===== config.mk =====
export PLATFORM = sky130hd
export DESIGN_NAME = flash_read
export DESIGN_NICKNAME = d
export VERILOG_FILES = /design/src/logic/flash_read.v
export VERILOG_INCLUDE_DIRS = /design/src /design/src/logic
export SDC_FILE = /design/constraint.sdc
export NUM_CORES = 1
export LEC_CHECK = 0
export BUFFER_PORTS_ARGS = -buffer_cell sky130_fd_sc_hd__buf_2
export CORE_ASPECT_RATIO = 1.5
export CORE_MARGIN = 4
export CORE_UTILIZATION = 50
export DETAILED_ROUTE_END_ITERATION = 8
export HOLD_SLACK_MARGIN = 0.05
export PLACE_DENSITY = 0.74
export SYNTH_ARGS = -nofsm -noshare
export SYNTH_HDL_FRONTEND = slang
export SYNTH_HIERARCHICAL = 1
export SYNTH_SLANG_ARGS = --single-unit
export TNS_END_PERCENT = 20

===== constraint.sdc =====
create_clock -name CLOCK -period 4.5 [get_ports CLOCK]
set_input_delay 0.9 -clock CLOCK [delete_from_list [all_inputs] [get_ports CLOCK]]
set_output_delay 0.9 -clock CLOCK [all_outputs]
set_load 0.005 [all_outputs]

===== src/logic/flash_read_map.vh =====
// Constants of the serial flash read engine: opcodes, phase lengths, resets.
// Assumes inclusion by bare name from the design file only.
`ifndef FLASH_READ_MAP_VH
`define FLASH_READ_MAP_VH

// ==========================================
// Read opcodes
`define OP_READ          8'h03
`define OP_FAST_READ     8'h0b
`define OP_DUAL_OUT      8'h3b
`define OP_DUAL_IO       8'hbb
`define OP_QUAD_OUT      8'h6b
`define OP_QUAD_IO       8'heb

// ==========================================
// Phase lengths in serial clocks
`define OPC_CLK_SINGLE   5'd8
`define OPC_CLK_QUAD     5'd2
`define ADDR_CLK_X1      5'd24
`define ADDR_CLK_X2      5'd12
`define ADDR_CLK_X4      5'd6
`define MODE_CLK_X2      5'd4
`define MODE_CLK_X4      5'd2
`define DUMMY_CLK_BYTE   5'd8
`define DUMMY_CLK_IO     5'd4
`define DUMMY_CLK_SEL0   5'd4
`define DUMMY_CLK_SEL1   5'd6
`define DUMMY_CLK_SEL2   5'd8
`define DUMMY_CLK_SEL3   5'd8

// ==========================================
// Field values and reset values
`define CONT_KEEP        2'b10
`define CONT_MSB         5
`define CONT_LSB         4
`define BYTE_BITS        4'd8
`define ADDR_BITS        24
`define CONT_RST         1'b0

`endif


===== src/logic/flash_read.v =====
// Serial flash read engine (device side) plus its byte prefetch FIFO.
// Assumes a host driving CS_N and SCLK (mode 0), and an array read port
// that returns MEM_RDATA one cycle after MEM_RD is seen.
`include "flash_read_map.vh"
`default_nettype none

// ==========================================
// Prefetch FIFO
module byte_fifo #(
    parameter WIDTH = 8,
    parameter DEPTH = 16
) (
    input  wire             clk,
    input  wire             rst_n,
    input  wire             flush,
    input  wire             in_valid,
    output wire             in_ready,
    input  wire [WIDTH-1:0] in_data,
    output wire             out_valid,
    input  wire             out_ready,
    output wire [WIDTH-1:0] out_data
);
    localparam PW = (DEPTH > 1) ? $clog2(DEPTH) : 1;
    reg [WIDTH-1:0] mem [0:DEPTH-1];
    reg [PW-1:0]    wr_q;
    reg [PW-1:0]    rd_q;
    reg [PW:0]      cnt_q;
    wire            push;
    wire            pop;

    assign in_ready  = (cnt_q != DEPTH[PW:0]);
    assign out_valid = (cnt_q != {(PW+1){1'b0}});
    assign out_data  = mem[rd_q];
    assign push      = in_valid & in_ready;
    assign pop       = out_valid & out_ready;

    always @(posedge clk) begin
        if (push) begin
            mem[wr_q] <= in_data;
        end
    end

    always @(posedge clk or negedge rst_n) begin
        if (!rst_n) begin
            wr_q  <= {PW{1'b0}};
            rd_q  <= {PW{1'b0}};
            cnt_q <= {(PW+1){1'b0}};
        end else if (flush) begin
            wr_q  <= {PW{1'b0}};
            rd_q  <= {PW{1'b0}};
            cnt_q <= {(PW+1){1'b0}};
        end else begin
            if (push) begin
                wr_q <= (wr_q == DEPTH[PW-1:0] - 1'b1) ? {PW{1'b0}} : wr_q + 1'b1;
            end
            if (pop) begin
                rd_q <= (rd_q == DEPTH[PW-1:0] - 1'b1) ? {PW{1'b0}} : rd_q + 1'b1;
            end
            cnt_q <= cnt_q + {{PW{1'b0}}, push} - {{PW{1'b0}}, pop};
        end
    end
endmodule

// ==========================================
// Read engine
module flash_read #(
    parameter AW    = `ADDR_BITS,
    parameter DEPTH = 16
) (
    // Clock and reset
    input  wire          CLOCK,
    input  wire          RST_N,
    // Serial link pins
    input  wire          CS_N,
    input  wire          SCLK,
    input  wire [3:0]    IO_IN,
    output reg  [3:0]    IO_OUT,
    output reg  [3:0]    IO_OE,
    // Array read port
    output reg           MEM_RD,
    output reg  [AW-1:0] MEM_ADDR,
    input  wire [7:0]    MEM_RDATA,
    // Status and configuration
    input  wire          BUSY,
    input  wire          QUAD_ENABLE,
    input  wire          QUAD_CMD_MODE,
    input  wire [1:0]    DUMMY_SEL,
    input  wire          MODE_RESET,
    // Observation
    output reg           CONT_MODE,
    output reg           REJECTED
);
    localparam ST_OPC   = 3'd0;
    localparam ST_ADDR  = 3'd1;
    localparam ST_MODE  = 3'd2;
    localparam ST_DUMMY = 3'd3;
    localparam ST_DATA  = 3'd4;
    localparam ST_REJ   = 3'd5;

    // Lines per clock of address and mode phases
    function [2:0] addr_w;
        input [7:0] op;
        input       quad_command_mode;
        begin
            if (quad_command_mode || op == `OP_QUAD_IO) addr_w = 3'd4;
            else if (op == `OP_DUAL_IO)   addr_w = 3'd2;
            else                          addr_w = 3'd1;
        end
    endfunction

    // Lines per clock of the data phase
    function [2:0] data_w;
        input [7:0] op;
        input       quad_command_mode;
        begin
            if (quad_command_mode || op == `OP_QUAD_OUT || op == `OP_QUAD_IO) data_w = 3'd4;
            else if (op == `OP_DUAL_OUT || op == `OP_DUAL_IO)   data_w = 3'd2;
            else                                                data_w = 3'd1;
        end
    endfunction

    // Dummy clocks after address, or after mode byte
    function [4:0] dummy_clk;
        input [7:0] op;
        input       quad_command_mode;
        input [1:0] sel;
        begin
            case (op)
                `OP_READ:     dummy_clk = 5'd0;
                `OP_FAST_READ: begin
                    if (!quad_command_mode)           dummy_clk = `DUMMY_CLK_BYTE;
                    else if (sel == 2'd0) dummy_clk = `DUMMY_CLK_SEL0;
                    else if (sel == 2'd1) dummy_clk = `DUMMY_CLK_SEL1;
                    else if (sel == 2'd2) dummy_clk = `DUMMY_CLK_SEL2;
                    else                dummy_clk = `DUMMY_CLK_SEL3;
                end
                `OP_DUAL_IO:  dummy_clk = `DUMMY_CLK_IO;
                `OP_QUAD_IO:  dummy_clk = `DUMMY_CLK_IO;
                default:      dummy_clk = `DUMMY_CLK_BYTE;
            endcase
        end
    endfunction

    // Pin synchronisers
    reg        cs_m_q, cs_s_q;
    reg        ck_m_q, ck_s_q, ck_p_q;
    reg  [3:0] io_m_q, io_s_q;
    // Decoder
    reg  [2:0]    st_q;
    reg  [4:0]    cnt_q;
    reg  [7:0]    cmd_q;
    reg  [31:0]   sh_q;
    reg  [31:0]   sh_d;
    reg  [2:0]    in_w;
    // Fetch and serializer
    reg  [AW-1:0] addr_q;
    reg           fetch_q;
    reg           pend_q;
    reg           flush_q;
    reg  [7:0]    out_sh_q;
    reg  [3:0]    left_q;
    reg  [7:0]    byte_v;
    reg  [2:0]    dw;
    wire          rise;
    wire          fall;
    wire          fifo_rdy;
    wire          fifo_vld;
    wire [7:0]    fifo_dat;
    wire [7:0]    opc;
    wire          known;
    wire          needs_quad;
    wire [4:0]    addr_len;
    wire [4:0]    dum_len;
    wire          has_mode;
    wire          pop;

    assign rise = ck_s_q & ~ck_p_q & ~cs_s_q;
    assign fall = ~ck_s_q & ck_p_q & ~cs_s_q & (st_q == ST_DATA);
    assign opc  = sh_d[7:0];
    assign known = (opc == `OP_READ) || (opc == `OP_FAST_READ) || (opc == `OP_DUAL_OUT) ||
                   (opc == `OP_DUAL_IO) || (opc == `OP_QUAD_OUT) || (opc == `OP_QUAD_IO);
    assign needs_quad = QUAD_CMD_MODE || (opc == `OP_QUAD_OUT) || (opc == `OP_QUAD_IO);
    assign addr_len = (addr_w(cmd_q, QUAD_CMD_MODE) == 3'd4) ? `ADDR_CLK_X4 :
                      (addr_w(cmd_q, QUAD_CMD_MODE) == 3'd2) ? `ADDR_CLK_X2 : `ADDR_CLK_X1;
    assign dum_len  = dummy_clk(cmd_q, QUAD_CMD_MODE, DUMMY_SEL);
    assign has_mode = (cmd_q == `OP_DUAL_IO) || (cmd_q == `OP_QUAD_IO);
    assign pop      = fall && (left_q == 4'd0);

    // Shift in at the width of the current phase
    always @* begin
        in_w = (st_q == ST_OPC) ? (QUAD_CMD_MODE ? 3'd4 : 3'd1) : addr_w(cmd_q, QUAD_CMD_MODE);
        if (in_w == 3'd4)      sh_d = {sh_q[27:0], io_s_q};
        else if (in_w == 3'd2) sh_d = {sh_q[29:0], io_s_q[1:0]};
        else                   sh_d = {sh_q[30:0], io_s_q[0]};
    end

    always @(posedge CLOCK or negedge RST_N) begin
        if (!RST_N) begin
            cs_m_q <= 1'b1;
            cs_s_q <= 1'b1;
            ck_m_q <= 1'b0;
            ck_s_q <= 1'b0;
            ck_p_q <= 1'b0;
            io_m_q <= 4'h0;
            io_s_q <= 4'h0;
        end else begin
            cs_m_q <= CS_N;
            cs_s_q <= cs_m_q;
            ck_m_q <= SCLK;
            ck_s_q <= ck_m_q;
            ck_p_q <= ck_s_q;
            io_m_q <= IO_IN;
            io_s_q <= io_m_q;
        end
    end

    // ==========================================
    // Command decoder
    always @(posedge CLOCK or negedge RST_N) begin
        if (!RST_N) begin
            st_q      <= ST_OPC;
            cnt_q     <= 5'd0;
            cmd_q     <= 8'h00;
            sh_q      <= 32'h0000_0000;
            addr_q    <= {AW{1'b0}};
            fetch_q   <= 1'b0;
            flush_q   <= 1'b0;
            CONT_MODE <= `CONT_RST;
            REJECTED  <= 1'b0;
        end else begin
            flush_q <= 1'b0;
            if (cs_s_q) begin
                // Keeps opcode skip alive across frames when armed
                st_q     <= CONT_MODE ? (BUSY ? ST_REJ : ST_ADDR) : ST_OPC;
                REJECTED <= CONT_MODE & BUSY;
                cnt_q    <= 5'd0;
                fetch_q  <= 1'b0;
                flush_q  <= 1'b1;
                if (MODE_RESET) begin
                    CONT_MODE <= `CONT_RST;
                end
            end else if (rise) begin
                sh_q  <= sh_d;
                cnt_q <= cnt_q + 5'd1;
                // A mode capture later in this branch still wins
                if (MODE_RESET) CONT_MODE <= `CONT_RST;
                case (st_q)
                    ST_OPC: begin
                        if (cnt_q == (QUAD_CMD_MODE ? `OPC_CLK_QUAD : `OPC_CLK_SINGLE) - 5'd1) begin
                            cnt_q <= 5'd0;
                            cmd_q <= opc;
                            if (!known || BUSY || (needs_quad && !QUAD_ENABLE)) begin
                                st_q     <= ST_REJ;
                                REJECTED <= known;
                            end else begin
                                st_q <= ST_ADDR;
                            end
                        end
                    end
                    ST_ADDR: begin
                        if (cnt_q == addr_len - 5'd1) begin
                            cnt_q   <= 5'd0;
                            addr_q  <= sh_d[AW-1:0];
                            fetch_q <= 1'b1;
                            flush_q <= 1'b1;
                            if (has_mode)            st_q <= ST_MODE;
                            else if (dum_len == 5'd0) st_q <= ST_DATA;
                            else                     st_q <= ST_DUMMY;
                        end
                    end
                    ST_MODE: begin
                        if (cnt_q == ((addr_w(cmd_q, QUAD_CMD_MODE) == 3'd4) ?
                                      `MODE_CLK_X4 : `MODE_CLK_X2) - 5'd1) begin
                            cnt_q     <= 5'd0;
                            st_q      <= ST_DUMMY;
                            // Value takes effect only after CS next toggles
                            CONT_MODE <= (sh_d[`CONT_MSB:`CONT_LSB] == `CONT_KEEP);
                        end
                    end
                    ST_DUMMY: begin
                        if (cnt_q == dum_len - 5'd1) begin
                            cnt_q <= 5'd0;
                            st_q  <= ST_DATA;
                        end
                    end
                    ST_DATA: begin
                        cnt_q <= 5'd0;
                    end
                    ST_REJ: begin
                        cnt_q <= 5'd0;
                    end
                    default: begin
                        st_q <= ST_OPC;
                    end
                endcase
            end else if (MODE_RESET) begin
                CONT_MODE <= `CONT_RST;
            end
            if (fetch_q && !MEM_RD && !pend_q && fifo_rdy && !flush_q) begin
                addr_q <= addr_q + {{(AW-1){1'b0}}, 1'b1};
            end
        end
    end

    // ==========================================
    // Array fetch into the FIFO
    // Room is checked at issue; no other writer can take it meanwhile
    always @(posedge CLOCK or negedge RST_N) begin
        if (!RST_N) begin
            MEM_RD   <= 1'b0;
            MEM_ADDR <= {AW{1'b0}};
            pend_q   <= 1'b0;
        end else begin
            MEM_RD <= 1'b0;
            pend_q <= MEM_RD & ~flush_q;
            if (flush_q || cs_s_q) begin
                pend_q <= 1'b0;
            end else if (fetch_q && !MEM_RD && !pend_q && fifo_rdy) begin
                MEM_RD   <= 1'b1;
                MEM_ADDR <= addr_q;
            end
        end
    end

    byte_fifo #(
        .WIDTH (8),
        .DEPTH (DEPTH)
    ) u_fifo (
        .clk       (CLOCK),
        .rst_n     (RST_N),
        .flush     (flush_q),
        .in_valid  (pend_q),
        .in_ready  (fifo_rdy),
        .in_data   (MEM_RDATA),
        .out_valid (fifo_vld),
        .out_ready (pop),
        .out_data  (fifo_dat)
    );

    // ==========================================
    // Output serializer on falling edges
    always @* begin
        dw     = data_w(cmd_q, QUAD_CMD_MODE);
        byte_v = (left_q == 4'd0) ? (fifo_vld ? fifo_dat : 8'hff) : out_sh_q;
    end

    always @(posedge CLOCK or negedge RST_N) begin
        if (!RST_N) begin
            IO_OUT   <= 4'h0;
            IO_OE    <= 4'h0;
            out_sh_q <= 8'h00;
            left_q   <= 4'd0;
        end else if (cs_s_q || st_q != ST_DATA) begin
            IO_OE  <= 4'h0;
            left_q <= 4'd0;
        end else if (fall) begin
            out_sh_q <= byte_v << dw;
            left_q   <= ((left_q == 4'd0) ? `BYTE_BITS : left_q) - {1'b0, dw};
            if (dw == 3'd4) begin
                IO_OUT <= byte_v[7:4];
                IO_OE  <= 4'hf;
            end else if (dw == 3'd2) begin
                IO_OUT <= {2'b00, byte_v[7:6]};
                IO_OE  <= 4'h3;
            end else begin
                IO_OUT <= {2'b00, byte_v[7], 1'b0};
                IO_OE  <= 4'h2;
            end
        end
    end
endmodule

`default_nettype wire


==> run metrics <==
Remaining Overflow, GRT 0; Filler cells 2014; Clock power frac 41.0%; Final nets 1090; Inserted Clock Buffers 25; Initial Util 50.9%; Worst setup EP type flop; layout cells sized above 1 18.2%; chip width 137 um; CP startpoint kind flop; adder-cell area share of the yosys netlist 2.13%; Post-CTS Setup Bufs 0; Yosys top cell area share 30.8%; clk buf depth 3; CP cell instances nor4_1, and2_1, a21oi_1, ha_1, ha_1, xnor2_1, nor3_1, a31oi_1, a21oi_1, nand3_1, or4_1, a21oi_1; Slew headroom 40.4%; Min Clock Period, post-route 3680 ps; WP buf/inv 0; Post-synth EDFFs 128; Synth Area per Inst 12.4 um2; worst stage delay on the critical path 660 ps; final core utilization 56.4%; Worst-Margin Slew 894 ps; slowest cell on the critical path nor4_1; Clock transition at path regs 70 ps; Max Slew Vio Count 0; # setup viols final 0; Main synth FF type dfrtp_1; # IOs 57; final number of hold-violating endpoints 0; Wirelength per Cell 19.6 um; Root Driver clkbuf_16; asr flop ratio synth 51.9%; Worst Path Required 4930 ps; XOR/XNOR share of the synthesized area 1.26%; drt total wl 27.2 mm; RSZ-0062 raised after global routing false; post-synthesis sequential area ratio 58.5%; final worst-path cycle share 81.7%; register share of total power 53.1%; mux contribution to synthesized area 10.9%; Mapped Nets 1049; Compound-Gate Fraction of Synth Area 11.2%; global-route wire length before repair 44.6 mm; post-route setup slack 822 ps; endpoint arrival time on the critical path 4110 ps; antenna-violating nets left 0; GP Congestion 0.917; LEAKAGE 5.43 nW; clk_lat worst skew 510 ps; cts repair resizes 0; sw power 1.18 mW; clock net sink count 266; TritonCTS clock tree built; core area 24500 um2; Yosys reg bits 266; Max VDD drop 245 uV; CTS Hold Bufs 0; setup TNS 0 ps; post-synthesis simple-gate area fraction 12.6%; ranking of synthesized cells by area edfxtp_1, dfrtp_1, mux2i_1, o21ai_0, nand2_1; synth warn 6; most common cell type on the critical path a21oi_1; vias per inst 5.78; dpl hpwl 18.8 mm; initial antenna violation count 0; Total GRT Usage 20.2%; Logic pwr share 5.9%; Setup WS pre-CTS 802 ps; synthesis-to-finish area growth 10.8%; drt first pass iters 5; Cell Rows 70; skew final 9.05 ps; power per cell area 370 nW/um2; largest family of logic cells by synthesized area simple AND/OR/NAND/NOR gates; maxcap violations 0; Worst Hold Class flop to flop; Syn Inst Count 1007; DRC Markers 0; H-tree depth 1; maximum clock rate 272 MHz; Via Count 8034; mapped cell area 12500 um2; die extent in y 201 um; switching part of the total 23.0%; internal power 3.94 mW; DRT iter0 DRCs 649; Max Fanout on Critical Path 8; synth unique cells 81; cell family with most CP delay simple AND/OR/NAND/NOR gates; port bufs 56; vias in the first global route 8311; Crit Path Category flop to flop; status completed; ANT cells 0; DIE AREA 27600 um2; Synth area leader edfxtp_1; largest net degree at the start of global routing 80
## final cells by class
| type | instances | area (um2) | share of cell area [%] |
|---|---|---|---|
| repair buffers | 74 | 434 | 3.14 |
| clock buffers | 27 | 633 | 4.58 |
| multi-input cells | 659 | 4790 | 34.6 |
| flip-flops and latches | 266 | 7300 | 52.8 |
| inverters | 22 | 82.6 | 0.597 |
| clock inverters | 18 | 183 | 1.32 |
| well taps | 324 | 405 | 2.93 |
## synthesized netlist by cell type, types with 10 or more instances
library cell  count
dfrtp_1         136
edfxtp_1        128
nand2_1          95
o21ai_0          76
nor2_1           64
mux2i_1          63
a21oi_1          48
clkbuf_1         39
mux2_2           28
inv_1            21
nand3_1          20
and2_1           19
and3_1           18
ha_1             18
mux4_2           15
xnor2_1          15
nor2b_1          12
a221oi_1         11
a22oi_1          10
nand3b_1         10
nor3_1           10
## placed cells by master (no fill, tap or decap), types with 17 or more instances in the layout
cell / count
a21oi_1: 48
and2_1: 19
and3_1: 18
buf_2: 55
buf_4: 17
clkbuf_16: 25
dfrtp_1: 135
edfxtp_1: 128
ha_1: 18
inv_1: 21
mux2_2: 28
mux2i_1: 63
nand2_1: 95
nand3_1: 20
nor2_1: 62
o21ai_0: 76
## registers in the layout (all words and copies together) (netlist names), 5 cells and up
signal        count
MEM_ADDR         24
addr_q           24
cmd_q             8
cnt_q             5
out_sh_q          8
sh_q             23
u_fifo/cnt_q      5
u_fifo/mem      128
## final timing paths
| path | start | to | depth (start not counted) | slack [ps] |
|---|---|---|---|---|
| max | cmd_q[4] | st_q[1] | 12 | 820 |
| min | io_m_q[0] | io_s_q[0] | 0 | 350 |
| max reg2reg | cmd_q[4] | st_q[1] | 12 | 820 |
| min reg2reg | io_m_q[0] | io_s_q[0] | 0 | 350 |
| max in group asynchronous | RST_N | IO_OE[1] | 2 | 3190 |
| min in group asynchronous | RST_N | MEM_ADDR[10] | 1 | 420 |
## worst reg2reg max path, stage by stage (launching register included)
cell and delay [ps]:
dfrtp_1 490, nor4_1 660, and2_1 240, a21oi_1 70, ha_1 220, ha_1 300
xnor2_1 120, nor3_1 150, a31oi_1 110, a21oi_1 300, nand3_1 250, or4_1 530
a21oi_1 140
## power groups by stage
| stage | Sequential (mW) | Combinational [mW] | Clock [mW] |
|---|---|---|---|
| after global placement | 2.76 | 0.297 | 0 |
| after CTS | 2.72 | 0.306 | 2.14 |
| after floorplan | 2.73 | 0.206 | 0 |
| after detailed placement | 2.76 | 0.304 | 0 |
| after global routing | 2.73 | 0.345 | 2.26 |
| final | 2.72 | 0.301 | 2.10 |
## cells by family (layout without fill, tap and decap cells)
family | Yosys count | count (layout)
XOR/XNOR | 18 | 18
adder cells (fa/ha/maj) | 20 | 20
buffers and inverters | 82 | 141
AND/OR/NAND/NOR | 298 | 298
AO/OA/AOI/OAI | 212 | 212
multiplexers | 111 | 111
flip-flops | 266 | 266
## through the flow
step                      power [mW]  instance area [um2]  hold WS, ps  cells
after floorplan                 2.93                12500          331   1007
after detailed placement        3.07                13000          335   1345
final                           5.12                13800          349   1390
after global placement          3.06                13000          334   1345
after global routing            5.33                13800          360   1390
after CTS                       5.17                13800          349   1390
## routing by layer
metal / GRT usage [%] / part of all wire (%)
met5: 0 / 0
met4: 7.49 / 4.0
met3: 2.38 / 3.5
met2: 37.7 / 55
met1: 23.4 / 37
No activity file was read; power rests on OpenSTA's default activity.
